[src/rtl/ttls_map.svh]
`ifndef TTLS_MAP_SVH
`define TTLS_MAP_SVH
// Register byte offsets
`define TTLS_REG_CTRL 8'h00
`define TTLS_REG_STATUS 8'h04
// Control register fields and reset value
`define TTLS_CTRL_LONG_BOT 0
`define TTLS_CTRL_RESET 1'h1
// Status register fields
`define TTLS_ST_STATE 3:0
`define TTLS_ST_LOAD_CHECK 4
`define TTLS_ST_READY 5
`define TTLS_ST_ATTEMPT2 6
`define TTLS_ST_TAPE_SEEN 7
`define TTLS_ST_GAP 13:8
// Gap counts at which the sequence is checked
`define TTLS_CNT_THREAD_OFF 6'h02
`define TTLS_CNT_TAPE 6'h07
`define TTLS_CNT_REELS1 6'h0c
`define TTLS_CNT_RETRY 6'h14
`define TTLS_CNT_REELS2 6'h1c
`define TTLS_CNT_BOT_LONG 6'h2c
`define TTLS_CNT_BOT_SHORT 6'h24
`define TTLS_CNT_LEFT_VAC 6'h04
`endif

[src/rtl/ttls_pkg.sv]
package ttls_pkg;
  // Sequencer states
  typedef enum logic [3:0] {
    TTLS_IDLE,
    TTLS_THREAD,
    TTLS_RETRY_RW,
    TTLS_WAIT_BOT,
    TTLS_DUMP,
    TTLS_COLS_WAIT,
    TTLS_LOADED,
    TTLS_READY,
    TTLS_ABORT_RW,
    TTLS_STOP
  } ttls_state_e;
endpackage

[src/rtl/ttls_sync.sv]
`timescale 1ns/1ns
`default_nettype none
module ttls_sync #(
  parameter int W = 1
) (
  // Clock and reset
  input wire logic clk_i,
  input wire logic rst_i,
  // Raw pin levels
  input wire logic [W-1:0] d_i,
  // Synchronised levels and rising edges
  output logic [W-1:0] q_o,
  output logic [W-1:0] rise_o
);
  logic [W-1:0] meta_reg; // First stage, read only by the second
  logic [W-1:0] q_reg; // Second stage
  logic [W-1:0] prev_reg; // Delayed copy for edge detect

  // Two-stage synchroniser followed by an edge history stage
  always_ff @(posedge clk_i)
  begin
    if (rst_i)
    begin
      meta_reg <= '0;
      q_reg <= '0;
      prev_reg <= '0;
    end
    else
    begin
      meta_reg <= d_i;
      q_reg <= meta_reg;
      prev_reg <= q_reg;
    end
  end

  assign q_o = q_reg;
  assign rise_o = q_reg & ~prev_reg;
endmodule
`default_nettype wire

[src/rtl/ttls_gap_counter.sv]
`timescale 1ns/1ns
`default_nettype none
module ttls_gap_counter #(
  parameter int W = 6
) (
  // Clock and reset
  input wire logic clk_i,
  input wire logic rst_i,
  // Control
  input wire logic clr_i,
  input wire logic inc_i,
  // Count
  output logic [W-1:0] count_o
);
  logic [W-1:0] count_reg; // Half-turn count

  // Clear wins over a pulse; saturate so a stalled sequence never wraps into a check
  always_ff @(posedge clk_i)
  begin
    if (rst_i || clr_i)
    begin
      count_reg <= '0;
    end
    else if (inc_i && (count_reg != {W{1'b1}}))
    begin
      count_reg <= count_reg + {{(W-1){1'b0}}, 1'b1};
    end
  end

  assign count_o = count_reg;

  property p_gap_step;
    @(posedge clk_i) disable iff (rst_i)
    (inc_i && !clr_i && (count_reg != {W{1'b1}})) |=> (count_reg == $past(count_reg) + 1'b1);
  endproperty
  a_gap_step: assert property (p_gap_step) else $error("gap count did not advance on pulse");
endmodule
`default_nettype wire

[src/rtl/ttls_sequencer.sv]
// Design decisions made here: the address map and register access over Wishbone.
`timescale 1ns/1ns
`default_nettype none
`include "ttls_map.svh"
// Functional notes
// - Cartridge plus load button sets sequence latch
// - Latch set: window, threading, reels forward
// - Drive opener until cartridge-open switch transfers
// - Gap counter steps per take-up half-turn
// - BOT one-shot clears counter, pulses rewind lines
// - Threading drops at restarted count two
// - Air pressure, not threading: take-up reverses
// - Column port positions raise halts, columns loaded
// - Columns loaded: load complete, manual off
// - Ready only after start after loading
// - First try: tape seen before count seven
// - First try: reels loaded by count twelve
// - Early failure rewinds, counter keeps counting
// - Count twenty retries; reels before twenty-eight
// - Failure at twenty-eight rewinds, aborts, check
// - BOT before 44 or 36, else stop
// - Left lower vacuum four counts after BOT
// - Only the threading phase gets a retry
// - Interlocks inhibit latch and cartridge motor
module ttls_sequencer #(
  parameter int GAP_W = 6
) (
  // Clock and reset
  input wire logic clk_i,
  input wire logic rst_i,
  // Wishbone slave
  input wire logic wb_cyc_i,
  input wire logic wb_stb_i,
  input wire logic wb_we_i,
  input wire logic [7:0] wb_adr_i,
  input wire logic [3:0] wb_sel_i,
  input wire logic [31:0] wb_dat_i,
  output logic [31:0] wb_dat_o,
  output logic wb_ack_o,
  // Operator pushbuttons
  input wire logic load_rewind_pb_i,
  input wire logic start_pb_i,
  input wire logic reset_pb_i,
  // Interlocks
  input wire logic door_open_i,
  input wire logic tape_bottom_i,
  input wire logic safety_bail_i,
  input wire logic mech_ready_i,
  // Tape and cartridge sensors
  input wire logic cartridge_sensed_i,
  input wire logic cartridge_open_sw_i,
  input wire logic radius_pulse_i,
  input wire logic bot_marker_i,
  input wire logic tape_end_sensed_i,
  input wire logic reels_loaded_sw_i,
  input wire logic air_bearing_ok_i,
  input wire logic left_column_second_port_i,
  input wire logic right_column_first_port_i,
  input wire logic left_column_lower_vacuum_switch_i,
  // Actuators
  output logic window_close_o,
  output logic threading_o,
  output logic cartridge_motor_o,
  output logic supply_reel_cw_o,
  output logic takeup_reel_cw_o,
  output logic takeup_reel_ccw_o,
  output logic rewind_file_o,
  // Status lines
  output logic thread_sequence_latch_o,
  output logic load_rewind_o,
  output logic rewind_op_o,
  output logic backward_o,
  output logic halt_left_load_o,
  output logic halt_right_load_o,
  output logic columns_loaded_o,
  output logic load_complete_o,
  output logic manual_status_o,
  output logic ready_o,
  output logic load_check_o
);

  ////////////////////////////////////////////////////////////////////////////
  // Pin synchronisation
  localparam int NIN = 17;
  logic [NIN-1:0] pin_raw; // Raw pin vector
  logic [NIN-1:0] pin_q; // Synchronised levels
  logic [NIN-1:0] pin_rise; // Synchronised rising edges

  assign pin_raw = {load_rewind_pb_i, start_pb_i, reset_pb_i, door_open_i, tape_bottom_i,
                    safety_bail_i, mech_ready_i, cartridge_sensed_i, cartridge_open_sw_i,
                    radius_pulse_i, bot_marker_i, tape_end_sensed_i, reels_loaded_sw_i,
                    air_bearing_ok_i, left_column_second_port_i, right_column_first_port_i,
                    left_column_lower_vacuum_switch_i};

  // Every pin passes two flops before any logic looks at it
  ttls_sync #(.W(NIN)) u_sync (
    .clk_i(clk_i),
    .rst_i(rst_i),
    .d_i(pin_raw),
    .q_o(pin_q),
    .rise_o(pin_rise)
  );

  logic load_press; // Load/rewind press edge
  logic start_press; // Start press edge
  logic reset_pb; // Reset pushbutton level
  logic cart_sensed; // Cartridge on supply hub
  logic cart_open; // Cartridge-open switch transferred
  logic gap_pulse; // Half-turn pulse edge
  logic bot_edge; // BOT marker arrives
  logic tape_seen_now; // Tape at tape-end photosensors
  logic reels_ok; // Reels-loaded switch transferred
  logic air_ok; // Air bearing pressure present
  logic below_left_port; // Tape below left second port
  logic below_right_port; // Tape below right first port
  logic left_vac_ok; // Left lower vacuum switch transferred
  logic inhibit; // Any interlock condition

  assign load_press = pin_rise[16];
  assign start_press = pin_rise[15];
  assign reset_pb = pin_q[14];
  assign cart_sensed = pin_q[9];
  assign cart_open = pin_q[8];
  assign gap_pulse = pin_rise[7];
  assign bot_edge = pin_rise[6];
  assign tape_seen_now = pin_q[5];
  assign reels_ok = pin_q[4];
  assign air_ok = pin_q[3];
  assign below_left_port = pin_q[2];
  assign below_right_port = pin_q[1];
  assign left_vac_ok = pin_q[0];
  // Door, tape bottom, reset, bail or lost mechanical ready all block loading
  assign inhibit = pin_q[13] | pin_q[12] | reset_pb | pin_q[11] | ~pin_q[10];

  ////////////////////////////////////////////////////////////////////////////
  // Wishbone registers
  logic ack_reg; // One-cycle acknowledge
  logic [31:0] rdata_reg; // Read data
  logic long_bot_reg; // Longer BOT limit selected
  logic wb_req; // New request this cycle
  logic [31:0] status_word; // Live status

  ttls_pkg::ttls_state_e state_reg; // Sequencer state
  ttls_pkg::ttls_state_e state_next; // Next sequencer state
  logic [GAP_W-1:0] gap_cnt; // Gap counter value
  logic attempt2_reg; // Second threading attempt running
  logic tape_seen_reg; // Tape seen during either threading attempt
  logic load_check_reg; // Load check error indication

  assign wb_req = wb_cyc_i & wb_stb_i & ~ack_reg;

  always_comb
  begin
    status_word = 32'h0;
    status_word[`TTLS_ST_STATE] = state_reg;
    status_word[`TTLS_ST_LOAD_CHECK] = load_check_reg;
    status_word[`TTLS_ST_READY] = (state_reg == ttls_pkg::TTLS_READY);
    status_word[`TTLS_ST_ATTEMPT2] = attempt2_reg;
    status_word[`TTLS_ST_TAPE_SEEN] = tape_seen_reg;
    status_word[`TTLS_ST_GAP] = gap_cnt;
  end

  // Answer one cycle after the strobe; unmapped reads return zero
  always_ff @(posedge clk_i)
  begin
    if (rst_i)
    begin
      ack_reg <= 1'b0;
      rdata_reg <= 32'h0;
    end
    else
    begin
      ack_reg <= wb_req;
      if (wb_req && !wb_we_i)
      begin
        case (wb_adr_i)
          `TTLS_REG_CTRL: rdata_reg <= {31'h0, long_bot_reg};
          `TTLS_REG_STATUS: rdata_reg <= status_word;
          default: rdata_reg <= 32'h0;
        endcase
      end
    end
  end

  // Control write; only byte lane 0 holds a field
  always_ff @(posedge clk_i)
  begin
    if (rst_i)
    begin
      long_bot_reg <= `TTLS_CTRL_RESET;
    end
    else if (wb_req && wb_we_i && wb_sel_i[0] && (wb_adr_i == `TTLS_REG_CTRL))
    begin
      long_bot_reg <= wb_dat_i[`TTLS_CTRL_LONG_BOT];
    end
  end

  assign wb_ack_o = ack_reg;
  assign wb_dat_o = rdata_reg;

  ////////////////////////////////////////////////////////////////////////////
  // Gap counter
  logic latch_set; // Sequence latch sets this cycle
  logic gap_clr; // Counter clear
  logic [GAP_W-1:0] gap_plus; // Count the pulse will produce
  logic [GAP_W-1:0] bot_limit; // BOT deadline chosen by the control register

  assign latch_set = (state_reg == ttls_pkg::TTLS_IDLE) && load_press && cart_sensed && !inhibit;
  assign gap_clr = latch_set | ((state_reg == ttls_pkg::TTLS_WAIT_BOT) && bot_edge);
  assign gap_plus = gap_cnt + {{(GAP_W-1){1'b0}}, 1'b1};
  assign bot_limit = long_bot_reg ? `TTLS_CNT_BOT_LONG : `TTLS_CNT_BOT_SHORT;

  ttls_gap_counter #(.W(GAP_W)) u_gap (
    .clk_i(clk_i),
    .rst_i(rst_i),
    .clr_i(gap_clr),
    .inc_i(gap_pulse),
    .count_o(gap_cnt)
  );

  // A check fires on the pulse that brings the count to its figure
  function automatic logic reach(input logic [GAP_W-1:0] plus, input logic [GAP_W-1:0] n, input logic p);
    reach = p && (plus == n);
  endfunction

  ////////////////////////////////////////////////////////////////////////////
  // Sequencer
  always_comb
  begin
    state_next = state_reg;
    case (state_reg)
      ttls_pkg::TTLS_IDLE:
        if (latch_set) state_next = ttls_pkg::TTLS_THREAD;
      ttls_pkg::TTLS_THREAD:
        if (attempt2_reg)
        begin
          if (reels_ok) state_next = ttls_pkg::TTLS_WAIT_BOT;
          else if (reach(gap_plus, `TTLS_CNT_REELS2, gap_pulse)) state_next = ttls_pkg::TTLS_ABORT_RW;
        end
        else if (reels_ok && (tape_seen_reg || tape_seen_now)) state_next = ttls_pkg::TTLS_WAIT_BOT;
        else if (reach(gap_plus, `TTLS_CNT_TAPE, gap_pulse) && !tape_seen_reg && !tape_seen_now)
          state_next = ttls_pkg::TTLS_RETRY_RW;
        else if (reach(gap_plus, `TTLS_CNT_REELS1, gap_pulse)) state_next = ttls_pkg::TTLS_RETRY_RW;
      ttls_pkg::TTLS_RETRY_RW:
        if (reach(gap_plus, `TTLS_CNT_RETRY, gap_pulse)) state_next = ttls_pkg::TTLS_THREAD;
      ttls_pkg::TTLS_WAIT_BOT:
        if (bot_edge) state_next = ttls_pkg::TTLS_DUMP;
        else if (reach(gap_plus, bot_limit, gap_pulse)) state_next = ttls_pkg::TTLS_STOP;
      ttls_pkg::TTLS_DUMP:
        if (reach(gap_plus, `TTLS_CNT_LEFT_VAC, gap_pulse))
          state_next = left_vac_ok ? ttls_pkg::TTLS_COLS_WAIT : ttls_pkg::TTLS_STOP;
      ttls_pkg::TTLS_COLS_WAIT:
        if (below_left_port && below_right_port) state_next = ttls_pkg::TTLS_LOADED;
      ttls_pkg::TTLS_LOADED:
        if (start_press) state_next = ttls_pkg::TTLS_READY;
      ttls_pkg::TTLS_READY:
        state_next = ttls_pkg::TTLS_READY;
      ttls_pkg::TTLS_ABORT_RW:
        // Rewind until the leader clears the tape-end sensors
        if (!tape_seen_now) state_next = ttls_pkg::TTLS_STOP;
      ttls_pkg::TTLS_STOP:
        state_next = ttls_pkg::TTLS_STOP;
      default:
        state_next = ttls_pkg::TTLS_IDLE;
    endcase
    // The reset pushbutton always drops the sequence
    if (reset_pb) state_next = ttls_pkg::TTLS_IDLE;
  end

  // State register
  always_ff @(posedge clk_i)
  begin
    if (rst_i) state_reg <= ttls_pkg::TTLS_IDLE;
    else state_reg <= state_next;
  end

  // Attempt tracking: entering the rewind phase arms the one retry
  always_ff @(posedge clk_i)
  begin
    if (rst_i || latch_set) attempt2_reg <= 1'b0;
    else if (state_reg == ttls_pkg::TTLS_RETRY_RW) attempt2_reg <= 1'b1;
  end

  // Tape presence remembered through the first attempt
  always_ff @(posedge clk_i)
  begin
    if (rst_i || latch_set) tape_seen_reg <= 1'b0;
    else if ((state_reg == ttls_pkg::TTLS_THREAD) && tape_seen_now) tape_seen_reg <= 1'b1;
  end

  // Load check stays lit after an abort until the operator resets or reloads
  always_ff @(posedge clk_i)
  begin
    if (rst_i) load_check_reg <= 1'b0;
    else if (state_next == ttls_pkg::TTLS_ABORT_RW) load_check_reg <= 1'b1;
    else if (reset_pb || latch_set) load_check_reg <= 1'b0;
  end

  ////////////////////////////////////////////////////////////////////////////
  // Cartridge motor
  logic cart_run_reg; // Opener drive requested

  // Drive stops the moment the open switch transfers
  always_ff @(posedge clk_i)
  begin
    if (rst_i || cart_open || reset_pb) cart_run_reg <= 1'b0;
    else if (latch_set) cart_run_reg <= 1'b1;
  end

  assign cartridge_motor_o = cart_run_reg & ~cart_open & ~inhibit;

  ////////////////////////////////////////////////////////////////////////////
  // BOT one-shot and status lines
  logic bot_shot_reg; // One-cycle BOT pulse

  always_ff @(posedge clk_i)
  begin
    if (rst_i) bot_shot_reg <= 1'b0;
    else bot_shot_reg <= (state_reg == ttls_pkg::TTLS_WAIT_BOT) && bot_edge && !reset_pb;
  end

  logic threading; // Transfer valve energised
  logic seq_active; // Latch held
  logic loading; // Tape travelling during dump or column wait

  assign seq_active = (state_reg != ttls_pkg::TTLS_IDLE) && (state_reg != ttls_pkg::TTLS_STOP);
  // Valve drops on the count of two after BOT
  assign threading = (state_reg == ttls_pkg::TTLS_THREAD) || (state_reg == ttls_pkg::TTLS_WAIT_BOT) ||
                     ((state_reg == ttls_pkg::TTLS_DUMP) && (gap_cnt < `TTLS_CNT_THREAD_OFF));
  assign loading = (state_reg == ttls_pkg::TTLS_DUMP) || (state_reg == ttls_pkg::TTLS_COLS_WAIT);

  assign thread_sequence_latch_o = seq_active;
  assign window_close_o = seq_active;
  assign threading_o = threading;
  assign rewind_file_o = (state_reg == ttls_pkg::TTLS_RETRY_RW) || (state_reg == ttls_pkg::TTLS_ABORT_RW);
  // Reels forward while threading; both stop once normal column control takes over
  assign supply_reel_cw_o = threading || loading;
  assign takeup_reel_cw_o = threading;
  assign takeup_reel_ccw_o = rewind_file_o || (loading && air_ok && !threading);
  assign load_rewind_o = bot_shot_reg;
  assign rewind_op_o = bot_shot_reg;
  assign backward_o = bot_shot_reg;
  // Halts follow the ports from the dump onward, so they stay up beside columns loaded
  assign halt_left_load_o = (loading || columns_loaded_o) && below_left_port && below_right_port;
  assign halt_right_load_o = (loading || columns_loaded_o) && below_left_port && below_right_port;
  assign columns_loaded_o = (state_reg == ttls_pkg::TTLS_LOADED) || (state_reg == ttls_pkg::TTLS_READY);
  assign load_complete_o = columns_loaded_o;
  assign manual_status_o = !columns_loaded_o;
  assign ready_o = (state_reg == ttls_pkg::TTLS_READY);
  assign load_check_o = load_check_reg;

  ////////////////////////////////////////////////////////////////////////////
  // Checks
  property p_latch_blocked;
    @(posedge clk_i) disable iff (rst_i)
    ((state_reg == ttls_pkg::TTLS_IDLE) && inhibit) |=> (state_reg == ttls_pkg::TTLS_IDLE);
  endproperty
  a_latch_blocked: assert property (p_latch_blocked) else $error("latch set under interlock");

  property p_latch_sets;
    @(posedge clk_i) disable iff (rst_i)
    latch_set |=> (threading_o && window_close_o && takeup_reel_cw_o && supply_reel_cw_o && gap_cnt == 6'h00);
  endproperty
  a_latch_sets: assert property (p_latch_sets) else $error("thread start outputs wrong");

  property p_cart_off;
    @(posedge clk_i) disable iff (rst_i)
    cart_open |-> !cartridge_motor_o;
  endproperty
  a_cart_off: assert property (p_cart_off) else $error("opener driven after open");

  property p_bot_clear;
    @(posedge clk_i) disable iff (rst_i)
    ((state_reg == ttls_pkg::TTLS_WAIT_BOT) && bot_edge && !reset_pb) |=> (gap_cnt == 6'h00 && load_rewind_o && backward_o);
  endproperty
  a_bot_clear: assert property (p_bot_clear) else $error("BOT one-shot missing");

  property p_thread_drop;
    @(posedge clk_i) disable iff (rst_i)
    ((state_reg == ttls_pkg::TTLS_DUMP) && gap_cnt >= `TTLS_CNT_THREAD_OFF) |-> !threading_o;
  endproperty
  a_thread_drop: assert property (p_thread_drop) else $error("threading held past count two");

  property p_reverse;
    @(posedge clk_i) disable iff (rst_i)
    (loading && air_ok && !threading) |-> (takeup_reel_ccw_o && !takeup_reel_cw_o && supply_reel_cw_o);
  endproperty
  a_reverse: assert property (p_reverse) else $error("take-up did not reverse");

  property p_first_fail;
    @(posedge clk_i) disable iff (rst_i)
    ((state_reg == ttls_pkg::TTLS_THREAD) && !attempt2_reg && !reels_ok && !reset_pb &&
     reach(gap_plus, `TTLS_CNT_REELS1, gap_pulse)) |=> (rewind_file_o ##1 attempt2_reg);
  endproperty
  a_first_fail: assert property (p_first_fail) else $error("no retry after count twelve");

  property p_abort;
    @(posedge clk_i) disable iff (rst_i)
    ((state_reg == ttls_pkg::TTLS_THREAD) && attempt2_reg && !reels_ok && !reset_pb &&
     reach(gap_plus, `TTLS_CNT_REELS2, gap_pulse)) |=> (load_check_o && rewind_file_o);
  endproperty
  a_abort: assert property (p_abort) else $error("second failure not flagged");

  property p_bot_late;
    @(posedge clk_i) disable iff (rst_i)
    ((state_reg == ttls_pkg::TTLS_WAIT_BOT) && !bot_edge && !reset_pb && reach(gap_plus, bot_limit, gap_pulse))
      |=> (state_reg == ttls_pkg::TTLS_STOP && !rewind_file_o);
  endproperty
  a_bot_late: assert property (p_bot_late) else $error("late BOT did not stop");

  property p_ready_start;
    @(posedge clk_i) disable iff (rst_i)
    $rose(ready_o) |-> $past(start_press) && $past(columns_loaded_o);
  endproperty
  a_ready_start: assert property (p_ready_start) else $error("ready without start");

endmodule
`default_nettype wire

[config.mk]
export PLATFORM = sky130hd
export DESIGN_NAME = ttls_sequencer
export DESIGN_NICKNAME = d
export VERILOG_FILES = /design/src/rtl/ttls_pkg.sv /design/src/rtl/ttls_sync.sv /design/src/rtl/ttls_gap_counter.sv /design/src/rtl/ttls_sequencer.sv
export VERILOG_INCLUDE_DIRS = /design/src /design/src/rtl
export SDC_FILE = /design/constraint.sdc
export NUM_CORES = 1
export LEC_CHECK = 0
export BUFFER_PORTS_ARGS = -buffer_cell sky130_fd_sc_hd__buf_2
export CAP_MARGIN = 25
export CORE_ASPECT_RATIO = 0.75
export CORE_MARGIN = 2
export CORE_UTILIZATION = 48
export DETAILED_ROUTE_END_ITERATION = 8
export PLACE_DENSITY = 0.79
export SETUP_SLACK_MARGIN = 0.15
export SLEW_MARGIN = 20
export SYNTH_ARGS = -nofsm -noshare
export SYNTH_HDL_FRONTEND = slang
export SYNTH_SLANG_ARGS = --single-unit
[constraint.sdc]
create_clock -name clk_i -period 2.3 [get_ports clk_i]
set_input_delay 0 -clock clk_i [delete_from_list [all_inputs] [get_ports clk_i]]
set_output_delay 0 -clock clk_i [all_outputs]
set_load 0.01 [all_outputs]
# Word level (Yosys, flattened, before mapping)
# Cells that the tools add are included.
dict set report word_totals {
  reg_bits 100
  in_bits 66
  output_inout_bits 51
  elab_cells 122
}
dict set report classes {
  addsub 1
  magnitude_cmp 1
  eq_ne 19
  n_mux 21
  bitwise 15
  n_reduce_logical 52
}
# cell n
set ops {}
lappend ops {{4-bit 2-to-1 mux} 17}
lappend ops {{4-bit case mux with 10 select lines} 1}
lappend ops {{14-bit case mux with 2 select lines} 1}
lappend ops {{1-bit logical AND} 27}
lappend ops {{17-bit AND} 1}
lappend ops {{17-bit inverter} 1}
lappend ops {{4-bit by 3-bit equality test with 1-bit output, second input constant} 4}
lappend ops {{1-bit logical OR} 14}
lappend ops {{4-bit equality test, second input constant} 3}
lappend ops {{6-bit by 3-bit equality test with 1-bit output, second input constant} 2}
lappend ops {{6-bit by 5-bit equality test with 1-bit output, second input constant} 2}
lappend ops {{4-bit by 2-bit equality test with 1-bit output, second input constant} 2}
lappend ops {{8-bit by 3-bit equality test with 1-bit output, second input constant} 1}
lappend ops {{8-bit logical NOT} 1}
lappend ops {{1-bit logical NOT} 7}
lappend ops {{6-bit by 1-bit adder with 6-bit output, second input constant} 1}
lappend ops {{6-bit by 4-bit equality test with 1-bit output, second input constant} 1}
lappend ops {{6-bit equality test} 1}
lappend ops {{6-bit by 2-bit < comparator with 1-bit output, second input constant} 1}
lappend ops {{6-bit != test, second input constant} 1}
lappend ops {{1-bit bitwise OR} 5}
lappend ops {{1-bit AND} 4}
lappend ops {{4-bit by 1-bit equality test with 1-bit output, second input constant} 1}
lappend ops {{4-bit logical NOT} 1}
lappend ops {{other kinds (5)} 9}

# Longest topological paths before layout
# Gate-level depths: netlist (run 1).
dict set report logic_depth {
  depth_word 12
  ltp_mapped 7
  ltp_nobuf 7
}

# By module
# Synthesis (run 1) repeated with hierarchy kept, for this count alone.
dict set report unflattened {
  cells_unflattened 341
  hier_area_um2 3353.2
}
# mod instances cells_per_inst area_per_inst_um2 seq_area_each_um2
set by_module_without_submodules {}
lappend by_module_without_submodules {ttls_sequencer 1 188 1595.3 500.5}
lappend by_module_without_submodules {ttls_sync 1 124 1471.4 1021.0}
lappend by_module_without_submodules {ttls_gap_counter 1 29 286.5 120.1}

# Worst setup path before layout (run 1)
# OpenSTA, ideal clock, no wires.
dict set report synth_timing {
  kind {register to register}
  start {register u_gap.count_reg[1] (netlist: u_gap.count_o[1])}
  end {register load_check_reg (netlist: load_check_o)}
  setup_time_ns 0.061
  t_arrival_ns 1.884
  required_time_ns 2.239
  slack_ns 0.355
  path_stages_with_launch 8
  path_buffers 0
  period_less_slack_ns 1.945
  cell_sequence {dfxtp_1 > ha_1 > and3_1 > o2bb2a_4 > a2111oi_4 > a311oi_2 > a2111oi_2 > a32o_1}
}
dict set report synth_via {
  elab_chain_len 12
  word_cells_on_any_way 30
  classes_between {add/sub (1); eq/ne (7); mux (13); reduce/logical (9)}
}
# element line_no
set synth_rtl {}
lappend synth_rtl {{start, declared} ttls_gap_counter.sv:15} ;# logic [W-1:0] count_reg;
lappend synth_rtl {{start signal, assigned} ttls_gap_counter.sv:26} ;# count_reg <= count_reg + {{(W-1){1'b0}}, 1'b1};
lappend synth_rtl {{6-bit by 1-bit adder with 6-bit output (*)} ttls_sequencer.sv:210} ;# assign gap_plus = gap_cnt + {{(GAP_W-1){1'b0}}, 1'b1};
lappend synth_rtl {{6-bit by 3-bit equality test with 1-bit output} ttls_sequencer.sv:223} ;# reach = p && (plus == n);
lappend synth_rtl {{1-bit logical AND} ttls_sequencer.sv:223}
lappend synth_rtl {{1-bit logical AND (2 in series)} ttls_sequencer.sv:241} ;# else if (reach(gap_plus, `TTLS_CNT_TAPE, gap_pulse) && !tape_seen_reg && !tape_seen_now)
lappend synth_rtl {{4-bit 2-to-1 mux} ttls_sequencer.sv:241}
lappend synth_rtl {{4-bit 2-to-1 mux} ttls_sequencer.sv:240} ;# else if (reels_ok && (tape_seen_reg || tape_seen_now)) state_next = ttls_pkg::TTLS_WAIT_BOT;
lappend synth_rtl {{4-bit 2-to-1 mux} ttls_sequencer.sv:235} ;# if (attempt2_reg)
lappend synth_rtl {{4-bit case mux with 10 select lines (*)} ttls_sequencer.sv:231} ;# case (state_reg)
lappend synth_rtl {{4-bit 2-to-1 mux (*)} ttls_sequencer.sv:267} ;# if (reset_pb) state_next = ttls_pkg::TTLS_IDLE;
lappend synth_rtl {{4-bit equality test (*)} ttls_sequencer.sv:295} ;# else if (state_next == ttls_pkg::TTLS_ABORT_RW) load_check_reg <= 1'b1;
lappend synth_rtl {{1-bit 2-to-1 mux or 2-bit nonzero test (tied branches)} --}
lappend synth_rtl {{end signal, assigned} ttls_sequencer.sv:294} ;# if (rst_i) load_check_reg <= 1'b0;
lappend synth_rtl {{end signal, assigned} ttls_sequencer.sv:295}
lappend synth_rtl {{end signal, assigned} ttls_sequencer.sv:296} ;# else if (reset_pb || latch_set) load_check_reg <= 1'b0;
lappend synth_rtl {{end, declared} ttls_sequencer.sv:148} ;# logic load_check_reg;
# Every way passes the cells marked *; elsewhere a longest branch is shown, timed or not.
# A chain may end at the register's enable or synchronous reset.

# Worst setup path after layout (run 1)
dict set report layout_timing {
  start {register state_reg[1]}
  end {output port takeup_reel_ccw_o}
}
dict set report layout_via {
  elab_chain_len 6
  word_cells_on_any_way 15
  classes_between {eq/ne (6); reduce/logical (9)}
}
# element line_no
set layout_rtl {}
lappend layout_rtl {{start, declared} ttls_sequencer.sv:143} ;# ttls_pkg::ttls_state_e state_reg;
lappend layout_rtl {{start signal, assigned} ttls_sequencer.sv:273} ;# if (rst_i) state_reg <= ttls_pkg::TTLS_IDLE;
lappend layout_rtl {{start signal, assigned} ttls_sequencer.sv:274} ;# else state_reg <= state_next;
lappend layout_rtl {{4-bit by 1-bit equality test with 1-bit output (tied with other cells)} ttls_sequencer.sv:328} ;# assign threading = (state_reg == ttls_pkg::TTLS_THREAD) || (state_reg == ttls_pkg::TTLS_WAIT_BOT) ||
lappend layout_rtl {{1-bit logical OR or 1-bit logical AND (tied branches)} {ttls_sequencer.sv:328, ttls_sequencer.sv:329}}
lappend layout_rtl {{1-bit logical OR} ttls_sequencer.sv:328}
lappend layout_rtl {{1-bit logical NOT} ttls_sequencer.sv:339} ;# assign takeup_reel_ccw_o = rewind_file_o || (loading && air_ok && !threading);
lappend layout_rtl {{1-bit logical AND} ttls_sequencer.sv:339}
lappend layout_rtl {{1-bit logical OR (*)} ttls_sequencer.sv:339}
lappend layout_rtl {{end, declared} ttls_sequencer.sv:66} ;# output logic takeup_reel_ccw_o,
# Marked as above.

==> impl_metrics.ini, run 1 <==
[layout]
design_area_mm2 = 0.003825
nets = 472
diodes = 0
mostFrequentLayoutCell = dfxtp_1
drive_above_1_share_pct = 27.45
final_cell_mix = 66 x dfxtp_1, 64 x buf_2, 40 x nor2b_1, 33 x nor2_1, 22 x dlygate4sd3_1
area_growth_pct = 27.48

[routing]
viasPerCell = 5.200
drtIter0Drc = 256
wl_um = 6711
wl_met3_um = 692
wire_per_inst_um = 13.81
top_layer_used = met4
vias = 2527
m1WireLength_um = 2643
drc = 0
firstDrtPassIters = 6
dr_wl_met2_um = 3151
antenna_left = 0

[floorplan]
rows = 24
core_area_mm2 = 0.005916
start_util_pct = 50.72
die_x_um = 95.29
die_area_mm2 = 0.006906
io_pins = 117
die_y_um = 72.47

[place]
placed_area_mm2 = 0.003284
dp_hpwl_um = 4259
gp_congestion = 0.8902
numPortBuffers = 64

[clock_network]
cts_buffers = 9
cts_tree = built
clkTransAtPathRegs_ns = 0.08
clock_latency_ns = 0.35
cts.htree.levels = 3
cts_sinks = 69
cts_buffer_depth = 2
cts-root-buf = clkbuf_8

[hold_path]
hold_path.class = input port to flop

[timing]
max_freq_ghz = 0.4710
rsz0062_at_grt = true
finalCriticalPeriod_ns = 2.123
tns_ns = 0
relSlewSlack_pct = 66.56
worst_slew_pin_slew_ns = 0.5016
clock_skew_ns = 0.008395
finalSetupViolations = 0
drv_slew = 0
hold_viol_final = 0
timing.final.crit_share_pct = 92.31

[synth]
seq_area_frac_synth_pct = 46.04
yosys-top-cells-area = dfxtp_1 46%, nor2b_1 8.3%, buf_4 6.3%, nor2_1 4.1%, a22oi_1 3.5%
yosysTopAreaCell = dfxtp_1
ys_warn_count = 0
ys_types = 57
syn_area_mm2 = 0.003000
synth-edff-count = 0
synth_area_per_cell_um2 = 9.525
synth-seq-cells = 69
synth_top_area_share_pct = 46.04
synth_ff_type = dfxtp_1
synthArstFlopShare_pct = 0
synthCells = 315

[global_routing]
grt_pass1_vias = 2282
grt_first_pass_wirelength_um = 9887
grt_max_degree = 33
grt_use_total_pct = 18.91
antenna_found_initial = 0
grt_overflow_total = 0

[setup_path]
arrival_ns = 2.12
cp-start-kind = flop
end_kind = output pin
crit_type = flop to output pin
required_ns = 2.30
r2r_slack_ns = 0.22
path_max_fanout = 10

[power_and_ir_drop]
powerDensity_mw_per_mm2 = 671.0
p_leak_uw = 0.001691
ir_worst_vdd_mv = 0.3599

[run]
cap_violations = 0

[run_status]
status = finished, final reports clean
## cells in the mapped netlist, types with 4 or more instances
cell,count
a21oi_1,5
a22oi_1,14
and3_1,8
buf_2,5
buf_4,25
clkbuf_1,8
dfxtp_1,69
inv_1,6
nand2_1,16
nand2b_1,4
nand3_1,6
nor2_1,33
nor2b_1,40
nor3_1,5
xor2_1,5
## critical path, stage by stage (launching register included)
cell,delay [ns]
dfxtp_1,0.45
or4_4,0.51
nor4_4,0.16
nand2_1,0.10
a21oi_2,0.16
o22ai_1,0.08
o21a_1,0.18
buf_2,0.13
## timing repair
| action | CTS | global route |
|---|---|---|
| gates cloned | 0 | 0 |
| endpoints found under the setup margin | 1 | 2 |
| setup buffers | 1 | 4 |
| hold endpoints to repair | 20 | 0 |
| pin swaps | 1 | 2 |
| resized for setup | 4 | 4 |
| hold buffers | 22 | 0 |
## area by class of cell
type	instances	area [um2]
Fill cell	476	2091
Multi-Input combinational cell	215	1408
Sequential cell	69	1390
Timing Repair Buffer	102	660.6
Clock buffer	9	123.9
Clock inverter	7	122.6
Tap cell	78	97.59
Inverter	6	22.52
## per-layer routing
metal	vias to the layer above	GRT usage, %
met5	-	0
met4	0	6.602
met3	32	7.477
met2	142	32.08
met1	1147	21.73
li1	1206	-
## worst paths after layout
check / startpoint / endpoint / cells after the start
max: state_reg[1]$_SDFF_PP0_ / takeup_reel_ccw_o / 7
min: wb_adr_i[1] / long_bot_reg$_SDFFE_PP1P_ / 4
min reg2reg: u_sync.q_o[8]$_SDFF_PP0_ / cart_run_reg$_SDFFE_PP0P_ / 1
max reg2reg: u_gap.count_o[2]$_SDFFE_PP0P_ / load_check_o$_SDFFE_PP0P_ / 6
## power breakdown
part | leakage [uW] | switching, uW | internal [uW] | total (uW)
combinational | 0.00101 | 71.3 | 74.9 | 146
clock | 0.000116 | 460 | 725 | 1180
sequential | 0.000566 | 11.7 | 1220 | 1240
total | 0.00169 | 543 | 2020 | 2570
## metrics by stage
stage / utilization [%] / hold WS (ns) / std cells / worst slack, ns / power (uW)
after detailed placement: 55.52 / 0.2137 / 443 / 0.2998 / 1380
after floorplan: - / 0.1282 / 332 / 0.3554 / 1358
final: 64.66 / 0.04744 / 486 / 0.1769 / 2566
after CTS: 63.73 / 0.04191 / 482 / 0.1701 / 2582
after global placement: 55.52 / 0.2102 / 443 / 0.3513 / 1376
after global routing: 64.66 / 0.08710 / 486 / 0.09035 / 2648
## cell families (layout without fill, tap and decap cells)
group / count (synthesis) / in the layout / synth area share [%]
AOI/OAI and AO/OA: 47 / 47 / 12.76
xor gates and xnor gates: 10 / 10 / 4.003
adders and majority gates: 3 / 3 / 1.251
buffers and inverters: 48 / 124 / 10.09
DFF: 69 / 69 / 46.04
muxes: 2 / 2 / 0.8756
other: 1 / 18 / 0.1250
and+or+nand+nor: 135 / 135 / 24.85
Note: power is estimated with default switching activity, not from simulation.
==> run 2, diff against run 1 <==
CORE_UTILIZATION = 50   (was 48)
PLACE_DENSITY = 0.8   (was 0.79)
SYNTH_HIERARCHICAL = 1   (was unset)
==> impl_metrics.ini, run 2 <==
[clock_network]
cts-root-buf = clkbuf_8
clkTransAtPathRegs_ns = 0.08
cts.htree.levels = 3
clock_latency_ns = 0.35
cts_buffers = 9
cts_tree = built
cts_sinks = 69
cts_buffer_depth = 2

[layout]
drive_above_1_share_pct = 29.53
multiInputGateArea_mm2 = 0.001336
nets = 448
ff_latch_area_mm2 = 0.001381
mostFrequentLayoutCell = dfxtp_1
final_cell_mix = 69 x dfxtp_1, 64 x buf_2, 44 x nor2b_1, 22 x dlygate4sd3_1, 19 x nor2_1
diodes = 0
fillers = 469
area_growth_pct = 23.40

[synth]
synth_area_per_cell_um2 = 9.703
syn_area_mm2 = 0.002930
synthCells = 302
ys_warn_count = 6

[floorplan]
die_area_mm2 = 0.006495
rows = 24
die_x_um = 92.40
die_y_um = 70.30
start_util_pct = 51.09
io_pins = 117
core_area_mm2 = 0.005736

[power_and_ir_drop]
ir_worst_vdd_mv = 0.5012
powerDensity_mw_per_mm2 = 656.7
p_leak_uw = 0.001541

[global_routing]
grt_max_degree = 31
grt_first_pass_wirelength_um = 9411
grt_use_total_pct = 18.67
grt_pass1_vias = 2107
grt_overflow_total = 0
antenna_found_initial = 0

[timing]
hold_viol_final = 0
rsz0062_at_grt = false
clock_skew_ns = 0.007323
max_freq_ghz = 0.5059
tns_ns = 0
timing.final.crit_share_pct = 85.95
finalSetupViolations = 0
hold_ws_ns = 0.06931
drv_slew = 0
finalCriticalPeriod_ns = 1.977

[setup_path]
arrival_ns = 1.98
required_ns = 2.30
r2r_slack_ns = 0.37
timing.rr.end = u_gap/count_o[5]$_SDFFE_PP0P_
reg2reg_depth = 8
crit_type = flop to output pin
end_kind = output pin
reg2reg_from = u_sync/q_o[14]$_SDFF_PP0_
path_max_fanout = 12
cp-start-kind = flop

[routing]
drc = 0
antenna_left = 0
vias = 2349
wl_um = 5878
drtIter0Drc = 186
firstDrtPassIters = 4
viasPerCell = 5.063
wire_per_inst_um = 12.67

[hold_path]
whs_endpoint = wb_dat_o[10]$_SDFFE_PP0P_
holdPathStages = 2
hold_path.class = input port to flop
hold_path_startpoint = rst_i

[run]
cap_violations = 0

[run_status]
status = finished, final reports clean

[place]
gp_congestion = 0.8719
numPortBuffers = 64
dp_hpwl_um = 3871
[run 2: area by class of cell]
type                       instances  area share [%]
timing repair buffer              91           15.99
tap                               78           2.699
sequential                        69           38.20
inverter                           4          0.4152
multi-input combinational        206           36.95
clock buffer                       9           3.426
clock inverter                     7           2.318
[run 2: metal layers]
metal  up-vias  GRT usage [%]  wire, um
met5         -              0         0
met4         0          6.633       109
met3        11          7.767       502
met2       103          30.90      2766
met1      1076          21.74      2499
li1       1159              -         -
[run 2: worst max-delay path by stage]
stage / start / endpoint / slack (ns) / depth (start not counted)
after floorplan: state_reg[0]$_SDFF_PP0_ / u_gap/count_o[5]$_SDFFE_PP0P_ / 0.55 / 9
after global placement: u_sync/q_o[14]$_SDFF_PP0_ / u_gap/count_o[5]$_SDFFE_PP0P_ / 0.32 / 8
after detailed placement: u_sync/q_o[14]$_SDFF_PP0_ / u_gap/count_o[5]$_SDFFE_PP0P_ / 0.31 / 8
after CTS: state_reg[1]$_SDFF_PP0_ / takeup_reel_ccw_o / 0.21 / 6
after global routing: u_sync/q_o[14]$_SDFF_PP0_ / u_gap/count_o[5]$_SDFFE_PP0P_ / 0.23 / 8
final: state_reg[1]$_SDFF_PP0_ / takeup_reel_ccw_o / 0.32 / 6
[run 2: timing repair]
action / 4_1_cts / 5_1_grt
hold endpoints to repair: 20 / 0
resized for setup: 0 / 2
endpoints found under the setup margin: 0 / 2
setup buffers: 0 / 0
hold buffers: 22 / 0
[run 2: power by group]
part	leakage, uW	switching [uW]	internal [uW]	total (uW)
Clock	0.000102	480	516	996
Combinational	0.000875	68.9	72.2	141
Sequential	0.000564	12.1	1230	1240
Total	0.00154	561	1810	2370
[run 2: critical path: stages, from the launching register on]
cell and delay (ns):
dfxtp_1 0.44, buf_4 0.23, nor3_1 0.17, nand2_1 0.12, o41ai_2 0.34, o21bai_1 0.16, buf_2 0.16
[run 2: through the flow]
step | utilization, % | instances | setup slack, ns | instance area [um2] | power (uW)
finish | 63.05 | 464 | 0.3232 | 3616 | 2374
floorplan | - | 319 | 0.5549 | 2994 | 1358
global route | 63.05 | 464 | 0.2273 | 3616 | 2467
detailed placement | 55.45 | 426 | 0.3084 | 3181 | 1377
CTS | 62.91 | 464 | 0.2097 | 3608 | 2395
global placement | 55.45 | 426 | 0.3151 | 3181 | 1373
==> run 3, diff against run 2 <==
PLACE_DENSITY = 0.86   (was 0.8)
==> impl_metrics.ini, run 3 (same netlist as run 2, synthesis figures left out) <==
[global_routing]
antenna_found_initial = 0
grt_overflow_total = 0
grt_pass1_vias = 2079
grt_max_degree = 46
grt_first_pass_wirelength_um = 9259
grt_use_total_pct = 18.36

[run]
cap_violations = 0

[floorplan]
die_y_um = 70.30
core_area_mm2 = 0.005736
die_x_um = 92.40
io_pins = 117
die_area_mm2 = 0.006495
rows = 24
start_util_pct = 51.09

[timing]
hold_ws_ns = 0.02444
timing.final.crit_share_pct = 85.82
drv_slew = 0
hold_viol_final = 0
finalSetupViolations = 0
max_freq_ghz = 0.5066
clock_skew_ns = 0.006562
tns_ns = 0
rsz0062_at_grt = false
worst_slack_ns = 0.3261
finalCriticalPeriod_ns = 1.974
relSlewSlack_pct = 63.30
worst_slew_pin_slew_ns = 0.5429

[routing]
drc = 0
viasPerCell = 4.955
drtIter0Drc = 171
antenna_left = 0
wl_um = 5806
firstDrtPassIters = 4
wire_per_inst_um = 12.54
vias = 2294

[layout]
ff_latch_area_mm2 = 0.001383
design_area_mm2 = 0.003622
final_cell_mix = 68 x dfxtp_1, 64 x buf_2, 44 x nor2b_1, 22 x dlygate4sd3_1, 19 x nor2_1
area_growth_pct = 23.61
diodes = 0
multiInputGateArea_mm2 = 0.001336
fillers = 489
nets = 447
drive_above_1_share_pct = 29.61
mostFrequentLayoutCell = dfxtp_1

[clock_network]
cts_buffer_depth = 2
cts_sinks = 69
cts_buffers = 9
cts_tree = built
clock_latency_ns = 0.35
cts.htree.levels = 3
clkTransAtPathRegs_ns = 0.07
cts-root-buf = clkbuf_8
postCtsSetupBuffers = 0

[setup_path]
arrival_ns = 1.97
cp-start-kind = flop
end_kind = output pin
path_max_fanout = 14
required_ns = 2.30
crit_type = flop to output pin

[power_and_ir_drop]
total_power_uw = 2457
powerDensity_mw_per_mm2 = 678.4
p_leak_uw = 0.001547
ir_worst_vdd_mv = 0.5575

[place]
placed_area_mm2 = 0.003173
gp_congestion = 0.8773
numPortBuffers = 64
dp_hpwl_um = 3988
pre_cts_ws_ns = 0.3483

[run_status]
status = finished, final reports clean

[hold_path]
hold_path.class = input port to flop
[run 3: final cells by class]
type                       count  area share (%)
tap                           78           2.694
sequential                    69           38.17
clock inverter                 7           2.660
inverter                       4          0.4145
clock buffer                   9           3.420
timing repair buffer          90           15.75
multi-input combinational    206           36.89
[run 3: repair_timing]
| item | in CTS | in global routing |
|---|---|---|
| hold buffers | 22 | 0 |
| resized for setup | 0 | 2 |
| hold endpoints to repair | 20 | 0 |
| setup endpoints to repair | 0 | 2 |
[run 3: report_power, final]
group	total, uW	switching, uW	internal (uW)
clock	1080	466	615
sequential	1240	12.2	1230
combinational	139	67.6	71.0
[run 3: path summary, 6_finish.rpt]
check,from,to,slack (ns),cells past startpoint
worst max-delay path,state_reg[1]$_SDFF_PP0_,takeup_reel_ccw_o,0.33,5
worst max register to register,u_sync/q_o[14]$_SDFF_PP0_,u_gap/count_o[5]$_SDFFE_PP0P_,0.36,8
worst min-delay path,rst_i,wb_dat_o[3]$_SDFFE_PP0P_,0.02,2
worst min register to register,u_sync/q_o[8]$_SDFF_PP0_,cart_run_reg$_SDFFE_PP0P_,0.42,1
[run 3: metal layers]
metal / vias to the layer above / part of all wire, % / track usage [%]
met4: 0 / 1.2 / 5.970
li1: 1152 / - / -
met2: 102 / 47 / 30.25
met3: 6 / 9.0 / 7.443
met1: 1034 / 43 / 21.84
met5: - / 0 / 0
[run 3: worst max-delay path, stage by stage, from the launching register on]
cell      delay, ns
dfxtp_1        0.60
buf_4          0.23
nand2b_1       0.08
a21boi_0       0.38
o21bai_1       0.19
buf_2          0.15
[run 3: through the flow]
| stage | instances | utilization, % |
|---|---|---|
| after global routing | 463 | 63.15 |
| after floorplan | 319 | - |
| final | 463 | 63.15 |
| after global placement | 425 | 55.32 |
| after CTS | 463 | 63.00 |
| after detailed placement | 425 | 55.32 |
